$ cat src/scp_pkg.sv
package scp_pkg;
    // Fault counter limit and width
    localparam int         FAULT_CNT_W      = 3;
    localparam logic [2:0] FAULT_LIMIT      = 3'h7;
    localparam logic [2:0] FAULT_ZERO       = 3'h0;
    localparam logic [2:0] FAULT_ONE        = 3'h1;
    // Clock rate and blanking timeout
    localparam int         CLK_HZ           = 40_000_000;
    localparam int         BLANK_TIMEOUT_NS = 200;
    localparam int         BLANK_CYCLES     =
        (BLANK_TIMEOUT_NS * (CLK_HZ / 1_000_000)) / 1000;
    localparam int         BLANK_W          = 8;

    typedef enum logic [1:0] {
        ST_SHUTDOWN,
        ST_SOFTSTART,
        ST_NORMAL,
        ST_HICCUP
    } mode_t;
endpackage

$ cat src/overcurrent_hiccup_fault_control.sv
`timescale 1ns/1ps
module overcurrent_hiccup_fault_control #(
    parameter int BLANK_LEN = scp_pkg::BLANK_CYCLES
) (
    input  wire logic ref_clk,
    input  wire logic rst,
    input  wire logic cycle_start,
    input  wire logic pwm_request,
    input  wire logic overcurrent_raw,
    input  wire logic switch_node_high,
    input  wire logic soft_start_low,
    input  wire logic soft_start_done,
    input  wire logic supply_below_lo,
    input  wire logic supply_above_hi,
    output logic      high_side_gate_drive,
    output logic      low_side_gate_drive,
    output logic      current_limit_reference,
    output logic      pwm_enable,
    output logic      fault_active,
    output logic      regulator_mode,
    output logic [2:0] fault_count
);
    import scp_pkg::*;

    // ==================================================
    // Input synchronisers
    // ==================================================
    // Comparator and pin levels are asynchronous to the cycle clock.
    localparam int NSYNC = 8;
    logic [NSYNC-1:0] sync_in;
    logic [NSYNC-1:0] meta;
    logic [NSYNC-1:0] sync;
    assign sync_in = {cycle_start, pwm_request, overcurrent_raw,
                      switch_node_high, soft_start_low, soft_start_done,
                      supply_below_lo, supply_above_hi};
    always_ff @(posedge ref_clk) begin
        if (rst) begin
            meta <= '0;
            sync <= '0;
        end else begin
            meta <= sync_in;
            sync <= meta;
        end
    end
    logic cyc_lvl, pwm_s, oc_s, swh_s, ss_low_s, ss_done_lvl, vlo_s, vhi_s;
    assign {cyc_lvl, pwm_s, oc_s, swh_s, ss_low_s, ss_done_lvl,
            vlo_s, vhi_s} = sync;

    // ==================================================
    // Edge detection of cycle and soft-start events
    // ==================================================
    logic cyc_d;
    logic ssd_d;
    logic next_cyc_d;
    logic next_ssd_d;
    logic cyc_pulse;
    logic ss_done_pulse;
    always_comb begin
        next_cyc_d    = cyc_lvl;
        next_ssd_d    = ss_done_lvl;
        cyc_pulse     = cyc_lvl & ~cyc_d;
        ss_done_pulse = ss_done_lvl & ~ssd_d;
    end
    always_ff @(posedge ref_clk) begin
        if (rst) begin
            cyc_d <= 1'b0;
            ssd_d <= 1'b0;
        end else begin
            cyc_d <= next_cyc_d;
            ssd_d <= next_ssd_d;
        end
    end

    // ==================================================
    // Mode, counter, pulse and blanking state
    // ==================================================
    mode_t            mode;
    mode_t            next_mode;
    logic [2:0]       count;
    logic [2:0]       next_count;
    logic             hs_on;
    logic             next_hs_on;
    logic             oc_latched;
    logic             next_oc_latched;
    logic             blanking;
    logic             next_blanking;
    logic [BLANK_W-1:0] blank_cnt;
    logic [BLANK_W-1:0] next_blank_cnt;
    logic             first_pulse;
    logic             next_first_pulse;
    logic             ls_on;
    logic             next_ls_on;
    logic             oc_cycle;
    logic             next_oc_cycle;
    logic             reg_mode;
    logic             next_reg_mode;
    logic             oc_trip;

    // Sensing is only meaningful with the gate high and blanking over.
    assign oc_trip = hs_on & ~blanking & oc_s;

    always_comb begin
        next_mode        = mode;
        next_count       = count;
        next_hs_on       = hs_on;
        next_oc_latched  = oc_latched;
        next_blanking    = blanking;
        next_blank_cnt   = blank_cnt;
        next_first_pulse = first_pulse;
        next_ls_on       = ls_on;
        next_oc_cycle    = oc_cycle;

        if (vlo_s) begin
            next_reg_mode = 1'b0;
        end else if (vhi_s) begin
            next_reg_mode = 1'b1;
        end else begin
            next_reg_mode = reg_mode;
        end

        case (mode)
            ST_SHUTDOWN: begin
                next_hs_on    = 1'b0;
                next_ls_on    = 1'b0;
                next_blanking = 1'b0;
                if (!ss_low_s) begin
                    next_mode        = ST_SOFTSTART;
                    next_first_pulse = 1'b0;
                end
            end
            ST_SOFTSTART, ST_NORMAL: begin
                if (cyc_pulse) begin
                    // Close out the previous cycle in the counter.
                    if (oc_cycle) begin
                        if (count != FAULT_LIMIT) begin
                            next_count = count + FAULT_ONE;
                        end
                    end else if (count != FAULT_ZERO) begin
                        next_count = count - FAULT_ONE;
                    end
                    next_oc_cycle   = 1'b0;
                    next_oc_latched = 1'b0;
                    next_ls_on      = 1'b0;
                    if (pwm_s) begin
                        next_hs_on     = 1'b1;
                        next_blanking  = 1'b1;
                        next_blank_cnt = '0;
                    end
                end else begin
                    if (blanking) begin
                        if (swh_s) begin
                            next_blanking = 1'b0;
                        end else if (blank_cnt ==
                                     BLANK_W'(BLANK_LEN - 1)) begin
                            next_blanking = 1'b0;
                        end else begin
                            next_blank_cnt = blank_cnt + 1'b1;
                        end
                    end
                    if (oc_trip) begin
                        next_hs_on      = 1'b0;
                        next_oc_latched = 1'b1;
                        next_oc_cycle   = 1'b1;
                        next_blanking   = 1'b0;
                    end else if (hs_on && !pwm_s) begin
                        next_hs_on = 1'b0;
                    end
                    if (hs_on && !next_hs_on) begin
                        next_first_pulse = 1'b1;
                        // Rectifier waits for each pulse to end.
                        next_ls_on = 1'b1;
                    end
                end
                if (mode == ST_SOFTSTART && first_pulse && ss_done_pulse) begin
                    next_mode = ST_NORMAL;
                end
                if (cyc_pulse && oc_cycle
                    && count == FAULT_LIMIT - FAULT_ONE) begin
                    next_mode     = ST_HICCUP;
                    next_hs_on    = 1'b0;
                    next_ls_on    = 1'b0;
                    next_blanking = 1'b0;
                end
            end
            ST_HICCUP: begin
                next_hs_on    = 1'b0;
                next_ls_on    = 1'b0;
                next_blanking = 1'b0;
                if (ss_done_pulse && count != FAULT_ZERO) begin
                    next_count = count - FAULT_ONE;
                end
                if (count == FAULT_ZERO) begin
                    next_mode        = ST_SOFTSTART;
                    next_first_pulse = 1'b0;
                end
            end
            default: next_mode = ST_SHUTDOWN;
        endcase

        if (ss_low_s) begin
            next_mode     = ST_SHUTDOWN;
            next_hs_on    = 1'b0;
            next_ls_on    = 1'b0;
            next_blanking = 1'b0;
        end
    end

    always_ff @(posedge ref_clk) begin
        if (rst) begin
            mode        <= ST_SHUTDOWN;
            count       <= FAULT_ZERO;
            hs_on       <= 1'b0;
            oc_latched  <= 1'b0;
            blanking    <= 1'b0;
            blank_cnt   <= '0;
            first_pulse <= 1'b0;
            ls_on       <= 1'b0;
            oc_cycle    <= 1'b0;
            reg_mode    <= 1'b0;
        end else begin
            mode        <= next_mode;
            count       <= next_count;
            hs_on       <= next_hs_on;
            oc_latched  <= next_oc_latched;
            blanking    <= next_blanking;
            blank_cnt   <= next_blank_cnt;
            first_pulse <= next_first_pulse;
            ls_on       <= next_ls_on;
            oc_cycle    <= next_oc_cycle;
            reg_mode    <= next_reg_mode;
        end
    end

    // ==================================================
    // Outputs
    // ==================================================
    // Gate drives come straight from flops; the reference pull-down
    // is the blanking flag itself.
    assign high_side_gate_drive    = hs_on;
    assign low_side_gate_drive     = ls_on;
    assign current_limit_reference = blanking;
    assign pwm_enable              = (mode == ST_SOFTSTART)
                                     || (mode == ST_NORMAL);
    assign fault_active            = (mode == ST_HICCUP);
    assign regulator_mode          = reg_mode;
    assign fault_count             = count;
endmodule // overcurrent_hiccup_fault_control

$ cat config.mk
export PLATFORM = sky130hd
export DESIGN_NAME = overcurrent_hiccup_fault_control
export DESIGN_NICKNAME = d
export VERILOG_FILES = /design/src/scp_pkg.sv /design/src/overcurrent_hiccup_fault_control.sv
export SDC_FILE = /design/constraint.sdc
export NUM_CORES = 1
export LEC_CHECK = 0
export BUFFER_PORTS_ARGS = -buffer_cell sky130_fd_sc_hd__buf_2
export CORE_ASPECT_RATIO = 0.8
export CORE_UTILIZATION = 59
export CTS_CLUSTER_DIAMETER = 50
export DETAILED_ROUTE_END_ITERATION = 8
export MAX_ROUTING_LAYER = met4
export PLACE_DENSITY = 0.79
export SYNTH_ARGS = -nofsm -noshare
export SYNTH_HDL_FRONTEND = slang
export SYNTH_SLANG_ARGS = --single-unit
$ cat constraint.sdc
create_clock -name ref_clk -period 2.6 [get_ports ref_clk]
set_input_delay 0.26 -clock ref_clk [delete_from_list [all_inputs] [get_ports ref_clk]]
set_output_delay 0.26 -clock ref_clk [all_outputs]
set_load 0.005 [all_outputs]
==> results.py, run 1 <==
metrics = {
    "outcome": {
        "outcome": "finished clean",
    },
    "layout": {
        "final_nets": 216,
        "stdcell_area_sq_um": 1829,
        "diodes": 0,
        "final_common_cell": "dfxtp_1",
        "final_cell_mix": "dfxtp_1, nor2b_1, buf_2",
        "n_fill_cell": 227,
        "drive_gt1_share_pct": 18.78,
        "syn2layout_area_growth_pct": 10.34,
    },
    "power_and_ir_drop": {
        "irDropWorstVdd_mv": 0.5066,
        "powerDensity_nw_per_um2": 734.5,
        "p_sw_share_pct": 33.96,
        "p_comb_share_pct": 28.5,
        "seqPwrFrac_pct": 48.4,
        "p_sw_uw": 456.3,
        "p_leak_uw": 0.0007218,
        "clkPwrFrac_pct": 23.1,
        "p_int_uw": 887.2,
    },
    "clock_network": {
        "cts_resized": 0,
        "cts-root-buf": "clkbuf_4",
        "clock-sinks": 37,
        "htreeDepth": 2,
        "clockBufferDepth": 2,
        "clkLatencyLatePin_ns": 0.35,
        "cts_tree": "yes",
        "cts_hold_buf": 0,
        "cts_inserted_buffers": 5,
        "clk_pin_slew_ns": 0.12,
        "post_cts_buffers": 0,
    },
    "routing": {
        "routed_wirelength_um": 3046,
        "drt_first_pass_iters": 4,
        "ant_nets": 0,
        "drc": 0,
        "vias": 1347,
        "drtIter0Drc": 65,
        "viasPerCell": 5.781,
        "wl_per_cell_um": 13.07,
    },
    "worst_setup_path": {
        "worstSetupEndpointType": "flip-flop",
        "crit_top_cell": "inv_1",
        "crit_arrival_ns": 2.36,
        "required_ns": 2.85,
        "critPathKind": "reg2reg",
        "path_cells": "inv_1, ha_1, inv_1, a31oi_1, nor3_1, mux2_2",
        "slowest_delay_ns": 0.45,
        "cp_slowest_cell": "ha_1",
        "startpoint_type": "flip-flop",
        "worstPathMaxFanout": 12,
        "critPathBufInv": 2,
        "cp_top_family": "adder cells",
    },
    "synthesis": {
        "yosysTopAreaCellShare_pct": 44.68,
        "synthCells": 177,
        "synth_seq_cells": 37,
        "synth_area_leader_cell": "dfxtp_1",
        "synthesis.nets": 197,
        "synth.distinct_cells": 43,
        "syn_avg_cell_area_sq_um": 9.366,
        "synth_area_leaders": "dfxtp_1, nor2b_1, ha_1, a21oi_1, inv_1",
        "synth_area_sq_um": 1658,
        "seq_area_frac_synth_pct": 44.68,
        "synth.yosys.warnings": 0,
    },
    "floorplanning": {
        "design.die.area_sq_um": 3027,
        "die_h_um": 49.41,
        "pin_count": 19,
        "num_rows": 16,
        "coreArea_sq_um": 2562,
        "die-width_um": 61.27,
        "start_util_pct": 64.70,
    },
    "sta": {
        "slew_headroom_pct": 58.03,
        "hold_viol": 0,
        "fin_tns_setup_ns": 0,
        "drv_slew": 0,
        "worst_pin_slew_ns": 0.6242,
        "grt_setup_unrepaired": "false",
        "finClkSkew_ns": 0.007849,
        "finalSetupViolCount": 0,
        "max_freq_mhz": 473.6,
        "fin_crit_sh_pct": 81.21,
        "finalCriticalPeriod_ns": 2.112,
    },
    "placement": {
        "gp_congestion": 0.9104,
        "dp_hpwl_um": 2215,
        "place_area_sq_um": 1769,
        "port_buffers": 18,
    },
    "grt": {
        "antenna_found_initial": 0,
        "first_global_vias": 1172,
        "grtUsageTotal_pct": 25.07,
        "grt_pass1_wl_um": 5250,
        "grt_max_degree": 34,
        "globalRouteOverflowTotal": 0,
    },
    "worst_hold_path": {
        "min_path_type": "in2reg",
    },
    "job": {
        "max_cap_violations": 0,
    },
}
-- cells by family after synthesis --
family	count (synthesis)	share of synthesized area, %
multiplexers	4	2.566
AO/OA/AOI/OAI	37	15.09
buffers and inverters	16	3.698
XOR/XNOR	1	0.5284
flip-flops	37	44.68
AND/OR/NAND/NOR	72	25.89
adder cells (fa/ha/maj)	10	7.547
-- per-stage QoR --
step           utilization, %  hold slack, ns  power [uW]  setup WS (ns)  std cells
4_1_cts                 71.39         0.08798        1356         0.4991        233
3_5_place_dp            69.04          0.3837        1046         0.5142        225
5_1_grt                 71.39         0.08315        1431         0.3533        233
2_1_floorplan               -          0.3732       936.4         0.7729        177
3_3_place_gp            69.04          0.3741        1024         0.6275        225
6_report                71.39          0.1019        1344         0.4885        233
-- sequential cells by signal, indices dropped and copies added, names as in the netlist --
name,cells
oc_cycle,1
mode,2
cyc_d,1
sync,8
regulator_mode,1
blank_cnt,8
fault_count,3
low_side_gate_drive,1
ssd_d,1
current_limit_reference,1
meta,8
first_pulse,1
high_side_gate_drive,1
-- path summary, 6_finish.rpt --
| check | end | from | slack, ns | depth (start not counted) |
|---|---|---|---|---|
| worst max-delay path | fault_count[0] | mode[0] | 0.49 | 6 |
| worst min-delay path | meta[3] | soft_start_low | 0.10 | 2 |
| worst max register to register | fault_count[0] | mode[0] | 0.49 | 6 |
| worst min register to register | regulator_mode | sync[1] | 0.40 | 1 |
-- layer usage --
layer,part of all wire [%],routed length [um],track usage (%),vias up
met3,7.6,230,7.958,5
met2,44,1352,34.42,57
met1,46,1403,31.56,616
li1,-,-,-,669
met4,1.9,59,15.15,0
met5,0,0,-,-
-- cell usage after synthesis, drive strengths merged --
| library cell | number |
|---|---|
| a22oi | 1 |
| mux2 | 2 |
| or3b | 2 |
| and3 | 2 |
| and4b | 1 |
| or4 | 5 |
| o21ba | 1 |
| a21oi | 12 |
| a2111oi | 1 |
| nor2 | 10 |
| inv | 10 |
| o2111ai | 1 |
| ha | 10 |
| dfxtp | 37 |
| and2 | 1 |
| or2 | 1 |
| o41ai | 1 |
| clkbuf | 5 |
| nand2 | 7 |
| nand4 | 3 |
| a211o | 1 |
| a22o | 1 |
| mux2i | 2 |
| nor3 | 3 |
| xor2 | 1 |
| nand4b | 2 |
| nand3 | 5 |
| o31ai | 5 |
| a21boi | 2 |
| nor2b | 21 |
| nand2b | 5 |
| a41oi | 1 |
| o21ai | 3 |
| nor4 | 2 |
| o2bb2ai | 1 |
| a31oi | 4 |
| a211oi | 2 |
| buf | 1 |
| or3 | 2 |
-- power groups by stage --
stage / Combinational, uW / Sequential (uW) / Clock, uW
2_1_floorplan: 279 / 657 / 0
3_3_place_gp: 365 / 660 / 0
3_5_place_dp: 383 / 663 / 0
4_1_cts: 385 / 650 / 321
5_1_grt: 430 / 660 / 340
6_report: 383 / 650 / 310
-- layout make-up --
class	count	area [sq um]	share of cell area [%]
clock buffer	5	37.54	2.052
clock inverter	3	22.52	1.231
inverter	10	37.54	2.052
multi-input combinational	124	855.8	46.79
sequential	37	740.7	40.49
tap	36	45.04	2.462
timing repair buffer	18	90.09	4.925
No activity file was read; power rests on OpenSTA's default activity.
==> run 2: changes to the inputs <==
CORE_UTILIZATION = 51   (was 59)
PLACE_DENSITY = 0.73   (was 0.79)
clock period = 1.9 ns   (was 2.6 ns; I/O delays follow)
==> results.py, run 2 (synthesized netlist as in run 1, its figures left out) <==
metrics = {
    "grt": {
        "grt_max_degree": 34,
        "first_global_vias": 1247,
        "grt_pass1_wl_um": 5382,
        "globalRouteOverflowTotal": 0,
        "grtUsageTotal_pct": 21.86,
        "antenna_found_initial": 0,
    },
    "routing": {
        "drtIter0Drc": 78,
        "wl_per_cell_um": 13.01,
        "routed_wirelength_um": 3175,
        "viasPerCell": 5.520,
        "drc": 0,
        "vias": 1347,
        "drt_first_pass_iters": 4,
        "ant_nets": 0,
    },
    "layout": {
        "n_fill_cell": 256,
        "final_cell_mix": "dfxtp_1, nor2b_1, buf_2",
        "largest_registers": "blank_cnt: 8 flops, meta: 8 flops, sync: 8 flops",
        "final_nets": 223,
        "drive_gt1_share_pct": 24.02,
        "multi_input_area_sq_um": 889.6,
        "regArea_sq_um": 740.7,
        "syn2layout_area_growth_pct": 17.74,
        "diodes": 0,
        "final_common_cell": "dfxtp_1",
    },
    "worst_setup_path": {
        "crit_arrival_ns": 2.00,
        "required_ns": 2.09,
        "critPathKind": "reg2reg",
        "worstSetupStartpoint": "fault_count[0]",
        "worstSetupEndpointType": "flip-flop",
        "startpoint_type": "flip-flop",
        "worstPathMaxFanout": 4,
        "timing.rr.start": "fault_count[0]",
    },
    "power_and_ir_drop": {
        "seqPwrFrac_pct": 42.9,
        "p_comb_share_pct": 30.5,
        "powerDensity_nw_per_um2": 1058,
        "clkPwrFrac_pct": 26.5,
        "p_int_uw": 1392,
        "p_leak_uw": 0.0007710,
        "p_sw_uw": 672.8,
        "p_sw_share_pct": 32.59,
        "irDropWorstVdd_mv": 0.7112,
    },
    "placement": {
        "port_buffers": 18,
        "dp_slack_ns": -0.07649,
        "dp_hpwl_um": 2334,
        "gp_congestion": 0.8470,
    },
    "clock_network": {
        "clockBufferDepth": 2,
        "clock-sinks": 37,
        "clkLatencyLatePin_ns": 0.30,
        "htreeDepth": 2,
        "clk_pin_slew_ns": 0.08,
        "cts_hold_buf": 0,
        "cts-root-buf": "clkbuf_8",
        "cts_tree": "yes",
        "cts_inserted_buffers": 5,
    },
    "worst_hold_path": {
        "min_path_type": "in2reg",
        "min_from": "supply_above_hi",
    },
    "sta": {
        "postLayoutSetupSlackWorst_ns": 0.08106,
        "max_freq_mhz": 549.8,
        "worst_pin_slew_ns": 0.5463,
        "fin_crit_sh_pct": 95.73,
        "fin_tns_setup_ns": 0,
        "hold_viol": 0,
        "grt_setup_unrepaired": "false",
        "finClkSkew_ns": 0.006239,
        "drv_slew": 0,
        "slew_headroom_pct": 63.58,
        "finalCriticalPeriod_ns": 1.819,
        "finalSetupViolCount": 0,
    },
    "outcome": {
        "outcome": "finished clean",
    },
    "job": {
        "max_cap_violations": 0,
    },
    "floorplanning": {
        "die-width_um": 65.75,
        "num_rows": 18,
        "die_h_um": 53.00,
        "coreArea_sq_um": 3085,
        "start_util_pct": 53.73,
        "pin_count": 19,
        "design.die.area_sq_um": 3484,
    },
}
## run 2: final timing paths
path | to | slack [ns] | cells past startpoint
worst max-delay path | fault_count[0] | 0.08 | 6
worst min-delay path | meta[0] | 0.09 | 2
worst max register to register | fault_count[0] | 0.08 | 6
worst min register to register | regulator_mode | 0.39 | 1
## run 2: worst max-delay path, stage by stage (launching register included)
cell and delay, ns:
dfxtp_1 0.34, inv_1 0.13, ha_1 0.18, or3b_2 0.47, a31oi_4 0.22, nor3_4 0.08, mux2_2 0.29
## run 2: per-layer routing
layer,routed length [um],GRT usage (%)
met5,0,-
met4,52,7.971
met3,261,8.621
met2,1449,34.01
met1,1412,25.56
## run 2: metrics by stage
stage,area (sq um),instances,power [uW],hold WS (ns),util (%)
after CTS,1923,244,2026,0.08512,62.33
after global placement,1827,236,1441,0.3767,59.21
after floorplan,1658,177,1281,0.3182,-
after detailed placement,1827,236,1463,0.3841,59.21
after global routing,1952,244,2206,0.08953,63.26
final,1952,244,2065,0.09452,63.26
## run 2: what timing repair did
action,in CTS,in global routing
endpoints found under the setup margin,2,6
pin swaps,0,1
gates resized for setup,1,6
gates cloned,0,0
buffers inserted,0,0
## run 2: area by class of cell
cell class              count  share of cell area (%)
multi-input cells         124                   45.58
well taps                  40                   2.564
clock buffers               5                   3.526
inverters                  10                   1.923
clock inverters             3                   1.154
flip-flops and latches     37                   37.95
repair buffers             25                   7.308
## run 2: power by group through the flow
| stage | combinational (uW) | sequential, uW | clock (uW) |
|---|---|---|---|
| 5_1_grt | 714 | 897 | 595 |
| 2_1_floorplan | 382 | 899 | 0 |
| 3_5_place_dp | 558 | 905 | 0 |
| 6_report | 630 | 886 | 548 |
| 4_1_cts | 570 | 887 | 568 |
| 3_3_place_gp | 543 | 898 | 0 |
